File: src/design/mspm_pkg.sv
// Package: constants, modes and carrier types for the memory/serial/pulse pin mux
package mspm_pkg;

  // ----------------------------------------------------------------
  // Serial-flash pin positions, shared with port C bit numbers
  // ----------------------------------------------------------------
  localparam int unsigned FP_CLK = 0;
  localparam int unsigned FP_OUT = 1;
  localparam int unsigned FP_IN = 2;
  localparam int unsigned FP_SEL0 = 3;
  localparam int unsigned FP_SEL1 = 4;
  localparam int unsigned GPC_PULSE = 7;
  localparam int unsigned FLASH_PINS = 5;

  // ----------------------------------------------------------------
  // Strap codes and reset values
  // ----------------------------------------------------------------
  localparam logic [1:0] CHIP_STRAP_ISP = 2'h1;
  localparam logic CMD_IDLE_N = 1'h1;
  localparam logic SEL1_PULL_RST = 1'h1;
  localparam logic PULSE_PULLDOWN_RST = 1'h1;
  localparam logic [4:0] FLASH_OE_RST = 5'h00;
  localparam int unsigned SYNC_STAGES = 3;

  // ----------------------------------------------------------------
  // Second pulse pin function select
  // ----------------------------------------------------------------
  typedef enum logic [1:0] {
    MSPM_P2_PWM = 2'b00,
    MSPM_P2_OSC = 2'b01,
    MSPM_P2_ERR = 2'b10
  } mspm_p2_sel_t;

  // Memory command, each bit high when asserted
  typedef struct packed {
    logic select;
    logic row_strobe;
    logic col_strobe;
    logic write_enable;
  } mspm_mem_cmd_t;

  // Serial master engine outputs
  typedef struct packed {
    logic serial_master_clock;
    logic serial_master_out;
    logic flash_select0_n;
    logic flash_select1_n;
    logic [1:0] dual_out;
    logic [1:0] dual_oe;
  } mspm_spi_t;

endpackage

File: src/design/mspm_sync.sv
// Three-stage pin synchroniser with second/third stage agreement filter
module mspm_sync
  import mspm_pkg::*;
#(
  parameter int unsigned W = 1
) (
  input wire logic CLK,
  input wire logic SYS_RST,
  input wire logic [W-1:0] din,
  output logic [W-1:0] dout
);

  logic [W-1:0] ff1;
  logic [W-1:0] ff2;
  logic [W-1:0] ff3;
  logic [W-1:0] next_dout;

  // ----------------------------------------------------------------
  // Accept a bit once the last two stages agree
  // ----------------------------------------------------------------
  always_comb begin
    for (int i = 0; i < W; i++) begin
      next_dout[i] = (ff2[i] == ff3[i]) ? ff3[i] : dout[i];
    end
    if (SYS_RST) begin
      next_dout = ff3;
    end
  end

  // Stage registers; first stage feeds only the second
  always_ff @(posedge CLK) begin
    ff1 <= din;
    ff2 <= ff1;
    ff3 <= ff2;
    dout <= next_dout;
  end

endmodule

File: src/design/mspm_pin_mux.sv
// Pin function mux for memory, serial-flash and pulse-width pin groups
// Overview of operation
// - Clock strap bit zero low drives the clock-enable pin, high turns it into a clock input.
// - The memory clock pin follows the memory PLL or the external memory clock per the strap.
// - Memory commands appear active low on select, row, column and write-enable outputs.
// - With the serial master off, flash pins become port C bits 0 to 4, inputs by default.
// - During reset flash select 1 is pulled up unless the chip straps read 01.
// - Single-bit mode drives master-out and samples master-in.
// - Dual-bit mode turns both data pins bidirectional, only during flash DMA.
// - The first pulse pin has a pull-down only while reset is active.
// - With pulse output off the first pulse pin is port C bit 7 or the core clock divided by two.
// - Strap bit zero low drives the second pulse pin with pulse, oscillator or error flag.
// - Strap bit zero high makes the second pulse pin the panel scan clock input.
// - Strap bit zero selects internal PLL clocks at 0 and the external clock inputs at 1.
// - Chip straps of 01 float all serial master pins for an external programmer.
module mspm_pin_mux
  import mspm_pkg::*;
(
  input wire logic CLK,
  input wire logic SYS_RST,
  input wire logic CLK_TEST_STRAP,
  input wire logic [1:0] CHIP_TEST_STRAP,
  input wire mspm_mem_cmd_t MEM_CMD,
  input wire logic MEM_CLK_ENABLE,
  input wire logic MEMORY_PLL,
  input wire logic SPI_ENABLE,
  input wire logic SPI_DUAL,
  input wire logic SPI_DMA_ACTIVE,
  input wire mspm_spi_t SPI_ENGINE,
  input wire logic [7:0] GPIO_C_OUT,
  input wire logic [7:0] GPIO_C_DIR,
  input wire logic PWM_ENABLE,
  input wire logic PULSE_FIRST_CORE_CLK,
  input wire logic PULSE_FIRST_LEVEL,
  input wire mspm_p2_sel_t PULSE_SECOND_SEL,
  input wire logic PULSE_SECOND_LEVEL,
  input wire logic OSC_CLK_LEVEL,
  input wire logic SCAN_BW_ERR,
  input wire logic MEM_RANGE_ERR,
  input wire logic MEM_CLK_ENABLE_PIN_I,
  output logic MEM_CLK_ENABLE_PIN_O,
  output logic MEM_CLK_ENABLE_PIN_OE,
  output logic MEMORY_CLOCK_OUT,
  output logic MEM_SELECT_N,
  output logic MEM_ROW_STROBE_N,
  output logic MEM_COL_STROBE_N,
  output logic MEM_WRITE_ENABLE_N,
  input wire logic [4:0] FLASH_PIN_I,
  output logic [4:0] FLASH_PIN_O,
  output logic [4:0] FLASH_PIN_OE,
  output logic FLASH_SELECT1_PULLUP,
  input wire logic PULSE_OUT_FIRST_I,
  output logic PULSE_OUT_FIRST_O,
  output logic PULSE_OUT_FIRST_OE,
  output logic PULSE_FIRST_PULLDOWN,
  input wire logic PULSE_OUT_SECOND_I,
  output logic PULSE_OUT_SECOND_O,
  output logic PULSE_OUT_SECOND_OE,
  output logic [7:0] GPIO_C_IN,
  output logic SPI_MISO_IN,
  output logic [1:0] SPI_DUAL_IN,
  output logic EXT_MEMORY_CLOCK,
  output logic EXT_PANEL_SCAN_CLOCK,
  output logic CLK_BYPASS,
  output logic FLASH_ISP,
  output logic INIT_DISPLAY_EN
);

  // ----------------------------------------------------------------
  // Pin input synchronisation
  // ----------------------------------------------------------------
  logic [10:0] pins_raw, pins_sync;
  logic strap_clk_s, ext_mem_s, pulse1_s, pulse2_s;
  logic [1:0] strap_chip_s;
  logic [4:0] flash_s;

  assign pins_raw = {CLK_TEST_STRAP, CHIP_TEST_STRAP, MEM_CLK_ENABLE_PIN_I, FLASH_PIN_I,
                     PULSE_OUT_FIRST_I, PULSE_OUT_SECOND_I};
  assign {strap_clk_s, strap_chip_s, ext_mem_s, flash_s, pulse1_s, pulse2_s} = pins_sync;

  mspm_sync #(.W(11)) u_sync (
    .CLK(CLK),
    .SYS_RST(SYS_RST),
    .din(pins_raw),
    .dout(pins_sync)
  );

  // ----------------------------------------------------------------
  // Straps and registered pin controls
  // ----------------------------------------------------------------
  logic clk_strap, next_clk_strap;
  logic chip_isp, next_chip_isp;
  logic init_disp, next_init_disp;
  logic core_div, next_core_div;
  logic cke_o, next_cke_o, cke_oe, next_cke_oe;
  logic mclk, next_mclk;
  logic [3:0] cmd_n, next_cmd_n;
  logic [4:0] fl_o, next_fl_o, fl_oe, next_fl_oe;
  logic sel1_pu, next_sel1_pu;
  logic p1_o, next_p1_o, p1_oe, next_p1_oe, p1_pd, next_p1_pd;
  logic p2_o, next_p2_o, p2_oe, next_p2_oe;
  logic [7:0] gin, next_gin;
  logic miso, next_miso;
  logic [1:0] dual_in, next_dual_in;
  logic ext_mclk, next_ext_mclk, ext_scan, next_ext_scan;
  logic isp, dual_live;

  assign isp = next_chip_isp;
  assign dual_live = SPI_DUAL && SPI_DMA_ACTIVE;

  // Straps follow the pins while reset is held, then freeze
  always_comb begin
    next_clk_strap = SYS_RST ? strap_clk_s : clk_strap;
    next_chip_isp = SYS_RST ? (strap_chip_s == CHIP_STRAP_ISP) : chip_isp;
    next_init_disp = SYS_RST ? pulse1_s : init_disp;
    next_core_div = SYS_RST ? 1'b0 : ~core_div;
  end

  // Memory group: clock enable, clock source and command strobes
  always_comb begin
    next_cke_o = SYS_RST ? 1'b0 : MEM_CLK_ENABLE;
    next_cke_oe = !SYS_RST && !next_clk_strap;
    next_mclk = next_clk_strap ? ext_mem_s : MEMORY_PLL;
    next_ext_mclk = next_clk_strap && ext_mem_s;
    next_cmd_n = SYS_RST ? {4{CMD_IDLE_N}} : ~MEM_CMD;
  end

  // Serial-flash group: master, dual data, port C or floating
  always_comb begin
    next_fl_o = 5'h00;
    next_fl_oe = FLASH_OE_RST;
    next_sel1_pu = SYS_RST ? (isp ? 1'b0 : SEL1_PULL_RST) : 1'b0;
    if (SYS_RST || isp) begin
      next_fl_oe = FLASH_OE_RST;
    end else if (!SPI_ENABLE) begin
      next_fl_o = GPIO_C_OUT[4:0];
      next_fl_oe = GPIO_C_DIR[4:0];
    end else begin
      next_fl_o[FP_CLK] = SPI_ENGINE.serial_master_clock;
      next_fl_o[FP_SEL0] = SPI_ENGINE.flash_select0_n;
      next_fl_o[FP_SEL1] = SPI_ENGINE.flash_select1_n;
      next_fl_oe[FP_CLK] = 1'b1;
      next_fl_oe[FP_SEL0] = 1'b1;
      next_fl_oe[FP_SEL1] = 1'b1;
      if (dual_live) begin
        next_fl_o[FP_OUT] = SPI_ENGINE.dual_out[0];
        next_fl_o[FP_IN] = SPI_ENGINE.dual_out[1];
        next_fl_oe[FP_OUT] = SPI_ENGINE.dual_oe[0];
        next_fl_oe[FP_IN] = SPI_ENGINE.dual_oe[1];
      end else begin
        next_fl_o[FP_OUT] = SPI_ENGINE.serial_master_out;
        next_fl_oe[FP_OUT] = 1'b1;
        next_fl_oe[FP_IN] = 1'b0;
      end
    end
    next_gin = {pulse1_s, 2'b00, flash_s};
    next_miso = flash_s[FP_IN];
    next_dual_in = {flash_s[FP_IN], flash_s[FP_OUT]};
  end

  // Pulse group: first pin function and reset pull-down
  always_comb begin
    next_p1_pd = SYS_RST ? PULSE_PULLDOWN_RST : 1'b0;
    next_p1_o = 1'b0;
    next_p1_oe = 1'b0;
    if (!SYS_RST) begin
      if (PWM_ENABLE) begin
        next_p1_o = PULSE_FIRST_LEVEL;
        next_p1_oe = 1'b1;
      end else if (PULSE_FIRST_CORE_CLK) begin
        next_p1_o = core_div;
        next_p1_oe = 1'b1;
      end else begin
        next_p1_o = GPIO_C_OUT[GPC_PULSE];
        next_p1_oe = GPIO_C_DIR[GPC_PULSE];
      end
    end
  end

  // Pulse group: second pin output select or scan clock input
  always_comb begin
    unique case (PULSE_SECOND_SEL)
      MSPM_P2_PWM: next_p2_o = PULSE_SECOND_LEVEL;
      MSPM_P2_OSC: next_p2_o = OSC_CLK_LEVEL;
      MSPM_P2_ERR: next_p2_o = SCAN_BW_ERR || MEM_RANGE_ERR;
      default: next_p2_o = 1'b0;
    endcase
    next_p2_oe = !SYS_RST && !next_clk_strap;
    next_ext_scan = next_clk_strap && pulse2_s;
  end

  // Registers for every group
  always_ff @(posedge CLK) begin
    clk_strap <= next_clk_strap;
    chip_isp <= next_chip_isp;
    init_disp <= next_init_disp;
    core_div <= next_core_div;
    cke_o <= next_cke_o;
    cke_oe <= next_cke_oe;
    mclk <= next_mclk;
    ext_mclk <= next_ext_mclk;
    cmd_n <= next_cmd_n;
    fl_o <= next_fl_o;
    fl_oe <= next_fl_oe;
    sel1_pu <= next_sel1_pu;
    gin <= next_gin;
    miso <= next_miso;
    dual_in <= next_dual_in;
    p1_o <= next_p1_o;
    p1_oe <= next_p1_oe;
    p1_pd <= next_p1_pd;
    p2_o <= next_p2_o;
    p2_oe <= next_p2_oe;
    ext_scan <= next_ext_scan;
  end

  // Port outputs straight from the registers
  assign MEM_CLK_ENABLE_PIN_O = cke_o;
  assign MEM_CLK_ENABLE_PIN_OE = cke_oe;
  assign MEMORY_CLOCK_OUT = mclk;
  assign {MEM_SELECT_N, MEM_ROW_STROBE_N, MEM_COL_STROBE_N, MEM_WRITE_ENABLE_N} = cmd_n;
  assign FLASH_PIN_O = fl_o;
  assign FLASH_PIN_OE = fl_oe;
  assign FLASH_SELECT1_PULLUP = sel1_pu;
  assign PULSE_OUT_FIRST_O = p1_o;
  assign PULSE_OUT_FIRST_OE = p1_oe;
  assign PULSE_FIRST_PULLDOWN = p1_pd;
  assign PULSE_OUT_SECOND_O = p2_o;
  assign PULSE_OUT_SECOND_OE = p2_oe;
  assign GPIO_C_IN = gin;
  assign SPI_MISO_IN = miso;
  assign SPI_DUAL_IN = dual_in;
  assign EXT_MEMORY_CLOCK = ext_mclk;
  assign EXT_PANEL_SCAN_CLOCK = ext_scan;
  assign CLK_BYPASS = clk_strap;
  assign FLASH_ISP = chip_isp;
  assign INIT_DISPLAY_EN = init_disp;
endmodule

File: config.mk
export PLATFORM = sky130hd
export DESIGN_NAME = mspm_pin_mux
export DESIGN_NICKNAME = d
export VERILOG_FILES = /design/src/design/mspm_pkg.sv /design/src/design/mspm_sync.sv /design/src/design/mspm_pin_mux.sv
export SDC_FILE = /design/constraint.sdc
export NUM_CORES = 1
export LEC_CHECK = 0
export BUFFER_PORTS_ARGS = -buffer_cell sky130_fd_sc_hd__buf_2
export CAP_MARGIN = 5
export CORE_ASPECT_RATIO = 1.4
export CORE_MARGIN = 1
export CORE_UTILIZATION = 38
export CTS_CLUSTER_DIAMETER = 150
export DETAILED_ROUTE_END_ITERATION = 7
export GPL_TIMING_DRIVEN = 0
export HOLD_SLACK_MARGIN = 0.12
export PLACE_DENSITY = 0.7
export SYNTH_ARGS = -nofsm -noshare
export SYNTH_HDL_FRONTEND = slang
export SYNTH_SLANG_ARGS = --single-unit
File: constraint.sdc
create_clock -name CLK -period 1.15 [get_ports CLK]
set_input_delay 0 -clock CLK [delete_from_list [all_inputs] [get_ports CLK]]
set_output_delay 0 -clock CLK [all_outputs]
set_load 0.01 [all_outputs]
-- After elaboration in Yosys (flattened, before gate mapping)
Cells that the tools add are included.
- add/subtract/negate cells: 0
- multipliers: 0
- divide/modulo/power cells: 0
- $lt $le $gt $ge: 0
- eq/ne operators: 14
- shift-type cells: 0
- multiplexer cells: 27
- bitwise logic cells: 2
- reduce and logical (&&, ||, !) cells: 20
- operator list (operator ; count):
    $mux W1 ; 22
    $reduce_bool A2 Y1 ; 11
    $eq A1 B1 Y1 ; 11
    $mux W11 ; 1
    $mux W5 ; 2
    $eq A2 B1 Y1 const B ; 2
    $logic_and A1 B1 Y1 ; 4
    $not A4 Y4 ; 1
    $pmux W1 S3 ; 1
    $eq A2 B2 Y1 const B ; 1
    $logic_not A1 Y1 ; 2
    $logic_not A2 Y1 ; 1
    $logic_or A1 B1 Y1 ; 2
    $mux W2 ; 1
    $not A1 Y1 ; 1
- bits in registers: 81
- bits in latches: 0
- RAM bits: 0
- memory bits (read-only): 0
- output and inout bits: 39
- memories: 0

-- Longest topological paths before layout
Gate-level depths: netlist of run 1.
- word-level depth: 3
- gate-level depth with buffers: 3
- gate-level depth less buffers: 2

-- Hierarchy
A second synthesis of run 1 with hierarchy kept.
- cells, all modules: 162
- area, all modules: 2245.9 µm²
- modules (own cells, without submodules) (module ; instances ; cells an instance ; area each (µm²)):
    mspm_sync ; 1 ; 67 ; 1161.1
    mspm_pin_mux ; 1 ; 95 ; 1084.8

-- Least setup slack after synthesis of run 1
OpenSTA, ideal clock, no wires.
- path kind: register -> register
- from: register u_sync.dout[10]
- to: register mclk, in the netlist MEMORY_CLOCK_OUT
- arrival: 0.892 ns
- required time: 1.027 ns
- path slack: 0.134 ns
- cell stages (with the launch flop): 3
- buffers on the path: 0
- cell sequence: edfxtp_1 > mux2i_1 > mux2_1
- longest elaborated chain between the ends: 2
- RTL lines (what ; line ; RTL):
    start, declared ; mspm_sync.sv:10 ; output logic [W-1:0] dout
    start signal, assigned ; mspm_sync.sv:35 ; dout <= next_dout;
    $mux W1 ; mspm_pin_mux.sv:113 ; next_clk_strap = SYS_RST ? strap_clk_s : clk_strap;
    $mux W1 ; mspm_pin_mux.sv:123 ; next_mclk = next_clk_strap ? ext_mem_s : MEMORY_PLL;
    named net next_mclk ; mspm_pin_mux.sv:96 ; logic mclk, next_mclk;
    end signal, assigned ; mspm_pin_mux.sv:200 ; mclk <= next_mclk;
    end, declared ; mspm_pin_mux.sv:96 ;
The timed path passes the listed nets, and every way through them passes these cells.
A chain may end at the register's enable or synchronous reset.

-- Worst setup path after layout of run 1
- from: input GPIO_C_OUT[0]
- to: register fl_o[0], in the netlist FLASH_PIN_O[0]
- longest elaborated chain between the ends: 1
- RTL lines (what ; line ; RTL):
    start, declared ; mspm_pin_mux.sv:30 ; input wire logic [7:0] GPIO_C_OUT,
    $mux W5 ; mspm_pin_mux.sv:135 ; end else if (!SPI_ENABLE) begin
    end signal, assigned ; mspm_pin_mux.sv:203 ; fl_o <= next_fl_o;
    end, declared ; mspm_pin_mux.sv:98 ; logic [4:0] fl_o, next_fl_o, fl_oe, next_fl_oe;
No other way between the ends.

==> results.py, run 1 <==
metrics = {
    "clock_network": {
        "numCtsBuffers": 9,
        "clock_latency_ps": 330,
        "cts-root-buf": "clkbuf_8",
        "clkSinkCount": 78,
        "cts_setup_buffers": 0,
        "htreeDepth": 3,
        "cts_tree": "done",
        "path_clk_slew_ps": 70,
        "clock_path_buffers": 2,
    },
    "timing": {
        "hold-worst-slack_ps": -108,
        "final_max_slew_viol_count": 0,
        "min_period_ps": 1120,
        "setup_viol": 0,
        "finalHoldViolCount": 2,
        "rsz0062_at_grt": "false",
        "period_share_pct": 97.2,
        "fmaxAchievable_ghz": 0.895,
        "fin_worst_skew_ps": 6.79,
        "tns_ps": 0,
    },
    "routing": {
        "drc_errors": 0,
        "first_pass_iters": 4,
        "wl_per_cell_um": 11.0,
        "vias": 1621,
        "drtIter0Drc": 31,
        "viasPerCell": 4.21,
        "drt-total-wl_um": 4250,
        "drtAntennaViolNets": 0,
    },
    "floorplan": {
        "die_w_um": 67.0,
        "dieArea_um2": 6230,
        "core_area_um2": 5610,
        "dieHeight_um": 93.0,
        "pin_count": 94,
        "rows": 32,
        "start_util_pct": 40.1,
    },
    "placed_design": {
        "gp_congestion": 0.677,
        "dp_hpwl_um": 2310,
        "numPortBuffers": 87,
        "place_area_um2": 2770,
    },
    "finish": {
        "nNetsFinal": 366,
        "drive_gt1_share_pct": 36.1,
        "syn_to_final_growth_pct": 55.9,
        "stdcell_area_um2": 3500,
        "final_core_util_pct": 62.5,
    },
    "hold_path": {
        "hp-start": "SYS_RST",
        "hold_depth": 1,
        "min_to": "PULSE_FIRST_PULLDOWN",
        "hold_class": "in2reg",
    },
    "critical_path": {
        "required_ps": 1380,
        "critPathTopFamily": "buffers and inverters",
        "reg2reg_slack_ps": 70,
        "cp_slowest_cell": "dlygate4sd3_1",
        "crit_path_frequent_cell": "dlygate4sd3_1",
        "r2r_start": "u_sync.dout[10]",
        "path_class": "in2reg",
        "crit_chain": "dlygate4sd3_1 > buf_2 > mux2i_1 > dlygate4sd3_1 > nor2_1",
        "worst-path-max-fanout": 1,
        "cp.arrival_ps": 1340,
        "max_stage_delay_ps": 560,
        "path_buf_inv": 3,
        "endpoint_kind": "flip-flop",
        "start_kind": "primary input",
        "ff2ff_path_depth": 2,
        "worstReg2RegEnd": "MEMORY_CLOCK_OUT",
    },
    "synth": {
        "synth_ff_type": "dfxtp_1",
        "syn_area_um2": 2250,
        "ys_async_sr_fraction_pct": 0,
        "synth_cells": 161,
        "yosysWarnings": 0,
        "ys_seq_area_share_pct": 74.9,
        "synth_area_per_cell_um2": 13.9,
        "synth_seq_cells": 78,
        "synth_edf_count": 12,
        "synth.distinct_cells": 28,
    },
    "grt": {
        "grt_max_degree": 13,
        "grt_util_all_layers_pct": 14.6,
        "antenna_found_initial": 1,
        "grt_pass1_wl_um": 6400,
        "grt_pass1_vias": 1567,
        "gr-total-overflow": 0,
    },
    "power": {
        "leakagePower_uw": 0.00162,
        "ir_drop_uv": 704,
        "powerDensity_nw_per_um2": 1630,
        "power.total_uw": 5710,
    },
    "outcome": {
        "violations": "negative hold slack",
        "outcome": "finished with violations",
    },
    "job": {
        "maxCapViolCount": 0,
    },
}
==> report_power, final <==
group	leakage (µW)	switching (µW)	internal, µW
clock network	0.000109	870	1190
registers	0.000676	66.0	2970
logic	0.000835	247	361
==> metal layers <==
| layer | GRT usage (%) | routed length, µm | share of wire, % | vias up |
|---|---|---|---|---|
| met5 | 0 | 0 | 0 | - |
| met2 | 25.8 | 2260 | 53 | 70 |
| li1 | - | - | - | 816 |
| met1 | 12.2 | 1490 | 35 | 715 |
| met3 | 5.17 | 287 | 6.8 | 20 |
| met4 | 12.8 | 208 | 4.9 | 0 |
==> cell usage after synthesis, types with 2 or more instances <==
library cell / instances / area (µm²)
and2b_1: 3 / 22.5
clkbuf_1: 2 / 7.51
dfxtp_1: 66 / 1320
nand2b_1: 18 / 113
buf_4: 6 / 45.0
nand4_1: 2 / 12.5
inv_1: 2 / 7.51
xor2_1: 11 / 96.3
nor2_1: 14 / 52.6
edfxtp_1: 12 / 360
a21oi_1: 2 / 10.0
mux2i_1: 7 / 70.1
==> metrics by stage <==
stage,cells,worst slack (ps)
final,385,32.5
after detailed placement,317,33.4
after global routing,385,8.18
after CTS,384,17.9
after floorplan,162,134
after global placement,317,57.5
==> how the worst max path moves through the flow <==
stage / cells after the start / slack [ps] / start / end
after floorplan: 2 / 130 / u_sync.dout[10] / MEMORY_CLOCK_OUT
after global routing: 5 / 8 / GPIO_C_OUT[0] / FLASH_PIN_O[0]
after global placement: 2 / 60 / u_sync.dout[10] / MEMORY_CLOCK_OUT
after detailed placement: 2 / 30 / u_sync.dout[10] / MEMORY_CLOCK_OUT
after CTS: 2 / 20 / u_sync.dout[10] / MEMORY_CLOCK_OUT
final: 5 / 30 / GPIO_C_OUT[0] / FLASH_PIN_O[0]
==> registers in the layout (all words and copies together), names as in the netlist, 4 cells and up <==
name          cells
u_sync.ff1       11
u_sync.ff2       11
GPIO_C_IN         5
cmd_n             4
FLASH_PIN_O       5
u_sync.ff3       11
FLASH_PIN_OE      5
u_sync.dout      11
==> placed cells by master (no fill, tap or decap), types with 2 or more instances in the layout <==
| cell type | netlist | layout |
|---|---|---|
| and2b_1 | 3 | 3 |
| buf_2 | 1 | 88 |
| buf_4 | 6 | 6 |
| clkbuf_1 | 2 | 4 |
| clkbuf_8 | 0 | 10 |
| clkinv_2 | 0 | 2 |
| conb_1 | 1 | 2 |
| dfxtp_1 | 66 | 66 |
| dlygate4sd3_1 | 0 | 51 |
| edfxtp_1 | 12 | 12 |
| inv_1 | 2 | 2 |
| mux2i_1 | 7 | 6 |
| nand2b_1 | 18 | 18 |
| nand4_1 | 2 | 2 |
| nor2_1 | 14 | 14 |
| xor2_1 | 11 | 11 |
==> final cells by class <==
type	instances	area, µm²
timing repair buffer	138	946
tap	68	85.1
multi-input combinational	72	499
fill	452	2100
buffer	10	68.8
sequential	78	1680
antenna	1	2.50
clock buffer	13	170
clock inverter	3	40.0
inverter	2	7.51
==> logic make-up after synthesis <==
kind of cell,count (synthesis),share of synthesized area (%)
flip-flops,78,74.9
AND/OR/NAND/NOR,44,11.1
buffers and inverters,12,3.40
XOR/XNOR,11,4.29
multiplexers,8,3.62
AO/OA/AOI/OAI,7,2.56
other,1,0.167
==> worst register-to-register path, stage by stage, from the launching register on <==
cell,delay (ps)
edfxtp_1,390
mux2i_2,240
mux2_1,340
==> timing repair <==
item	4_1_cts	5_1_grt
hold endpoints to repair	33	7
setup endpoints to repair	0	5
hold buffers	51	4
gates resized for setup	0	2
(Power assumes the default switching activity.)
==> run 2: changes to the inputs <==
Settings changed: CORE_UTILIZATION 38 to 46, MAX_ROUTING_LAYER set to met4, PLACE_DENSITY 0.7 to 0.81.
==> run 2 against run 1 <==
Compared with the run above:
- the flow finishes with violations (negative hold slack, negative setup slack)
- routed wire length up 28%
- via count grew 3.6%
- combinational power up 4.8%
- largest cell class unchanged
- register-to-register slack lost 20 ps
- flip-flop and latch count is the same
- sequential power is essentially flat
- clock power up 5%
- cell count decreased by 1.6%
- die area is 17% lower
- global-route usage up 8.7 points
- clock skew is 7.3 ps higher
- non-clock buffer count did not move
==> results.py, run 2 (synthesis results as in run 1) <==
metrics = {
    "timing": {
        "final_max_slew_viol_count": 0,
        "finalHoldViolCount": 2,
        "hold-worst-slack_ps": -113,
        "setup_viol": 1,
        "tns_ps": -11.9,
        "rsz0062_at_grt": "false",
        "min_period_ps": 1160,
        "period_share_pct": 101,
        "fmaxAchievable_ghz": 0.861,
        "finalWorstSetupSlack_ps": -11.9,
        "fin_worst_skew_ps": 14.0,
    },
    "critical_path": {
        "endpoint_kind": "flip-flop",
        "ff2ff_path_depth": 2,
        "reg2reg_slack_ps": 50,
        "path_class": "in2reg",
        "crit_chain": "dlygate4sd3_1 > buf_2 > and2b_1 > dlygate4sd3_1",
        "required_ps": 1380,
        "critPathTopFamily": "buffers and inverters",
        "r2r_start": "u_sync.dout[10]",
        "cp_slowest_cell": "dlygate4sd3_1",
        "max_stage_delay_ps": 560,
        "path_buf_inv": 3,
        "worst-path-max-fanout": 1,
        "cp.arrival_ps": 1390,
        "worstReg2RegEnd": "MEMORY_CLOCK_OUT",
        "crit_path_frequent_cell": "dlygate4sd3_1",
        "start_kind": "primary input",
    },
    "power": {
        "powerDensity_nw_per_um2": 1670,
        "ir_drop_uv": 1200,
        "leakagePower_uw": 0.00161,
    },
    "floorplan": {
        "dieHeight_um": 84.7,
        "die_w_um": 61.1,
        "pin_count": 94,
        "core_area_um2": 4610,
        "rows": 29,
        "start_util_pct": 48.7,
        "dieArea_um2": 5170,
    },
    "hold_path": {
        "hold_depth": 1,
        "min_to": "PULSE_FIRST_PULLDOWN",
        "hp-start": "SYS_RST",
        "hold_class": "in2reg",
    },
    "finish": {
        "final_core_util_pct": 76.1,
        "syn_to_final_growth_pct": 56.1,
        "drive_gt1_share_pct": 36.1,
        "fin_cells": 379,
        "stdcell_area_um2": 3510,
        "nNetsFinal": 366,
        "final_cell_mix": "buf_2 (88), dfxtp_1 (66), dlygate4sd3_1 (51)",
        "final_common_cell": "buf_2",
        "fillers": 287,
    },
    "grt": {
        "grt_max_degree": 15,
        "grt_util_all_layers_pct": 23.3,
        "grt_pass1_wl_um": 8000,
        "antenna_found_initial": 1,
        "gr-total-overflow": 0,
        "grt_pass1_vias": 1705,
    },
    "placed_design": {
        "place_worst_setup_slack_ps": 19.2,
        "gp_congestion": 0.656,
        "dpl.cell_count": 311,
        "numPortBuffers": 87,
        "dp_hpwl_um": 2420,
        "place_area_um2": 2760,
    },
    "outcome": {
        "outcome": "finished with violations",
        "violations": "negative hold slack, negative setup slack",
    },
    "clock_network": {
        "htreeDepth": 3,
        "clock_path_buffers": 2,
        "numCtsBuffers": 9,
        "cts_setup_buffers": 0,
        "cts_tree": "done",
        "cts-root-buf": "clkbuf_8",
        "clkSinkCount": 78,
        "clock_latency_ps": 340,
        "path_clk_slew_ps": 80,
    },
    "routing": {
        "drtIter0Drc": 91,
        "vias": 1679,
        "wl_per_cell_um": 14.4,
        "drtAntennaViolNets": 0,
        "drt-total-wl_um": 5440,
        "drc_errors": 0,
        "first_pass_iters": 4,
        "viasPerCell": 4.43,
    },
    "job": {
        "maxCapViolCount": 0,
    },
}
run 2: how the worst max path moves through the flow:
stage	start	to	slack (ps)	depth (start not counted)
2_1_floorplan	u_sync.dout[10]	MEMORY_CLOCK_OUT	130	2
3_3_place_gp	u_sync.dout[10]	MEMORY_CLOCK_OUT	50	2
3_5_place_dp	u_sync.dout[10]	MEMORY_CLOCK_OUT	20	2
4_1_cts	u_sync.dout[10]	MEMORY_CLOCK_OUT	10	2
5_1_grt	u_sync.dout[10]	MEMORY_CLOCK_OUT	4	2
6_report	MEM_CLK_ENABLE	MEM_CLK_ENABLE_PIN_O	-10	4
run 2: repair_timing:
item / in CTS / in global routing
hold buffers: 51 / 5
resized for setup: 0 / 2
hold endpoints to repair: 33 / 8
endpoints found under the setup margin: 0 / 7
run 2: layer usage:
layer | GRT usage, % | vias up | wire (µm)
met1 | 20.5 | 757 | 1930
li1 | - | 820 | -
met2 | 38.5 | 79 | 2970
met3 | 9.09 | 23 | 294
met5 | - | - | 0
met4 | 16.1 | 0 | 248
run 2: report_power, final:
part	total [µW]	leakage, µW	switching, µW	internal [µW]
sequential	3050	0.000676	79.9	2970
combinational	636	0.000837	274	362
clock	2170	0.0000985	950	1220
total	5860	0.00161	1300	4550
run 2: layout make-up:
cell class                      instances  area, µm²  share of cell area [%]
Sequential cell                        78       1680                    48.0
Timing Repair Buffer                  138        946                    27.0
Multi-Input combinational cell         72        507                    14.5
Clock buffer                           10        128                    3.64
Clock inverter                          6       87.6                    2.50
Tap cell                               62       77.6                    2.21
Buffer                                 10       68.8                    1.96
Inverter                                2       7.51                   0.214
Antenna cell                            1       2.50                  0.0714
run 2: worst register-to-register path: stages (launching register included):
cell and delay [ps]:
edfxtp_1 390, mux2i_2 260, mux2_1 350
run 2: per-stage QoR:
step / power, µW / hold slack (ps)
after floorplan: 3330 / 27.7
after global placement: 3540 / 102
after detailed placement: 3570 / 104
after CTS: 5840 / -131
after global routing: 6100 / -125
final: 5860 / -113
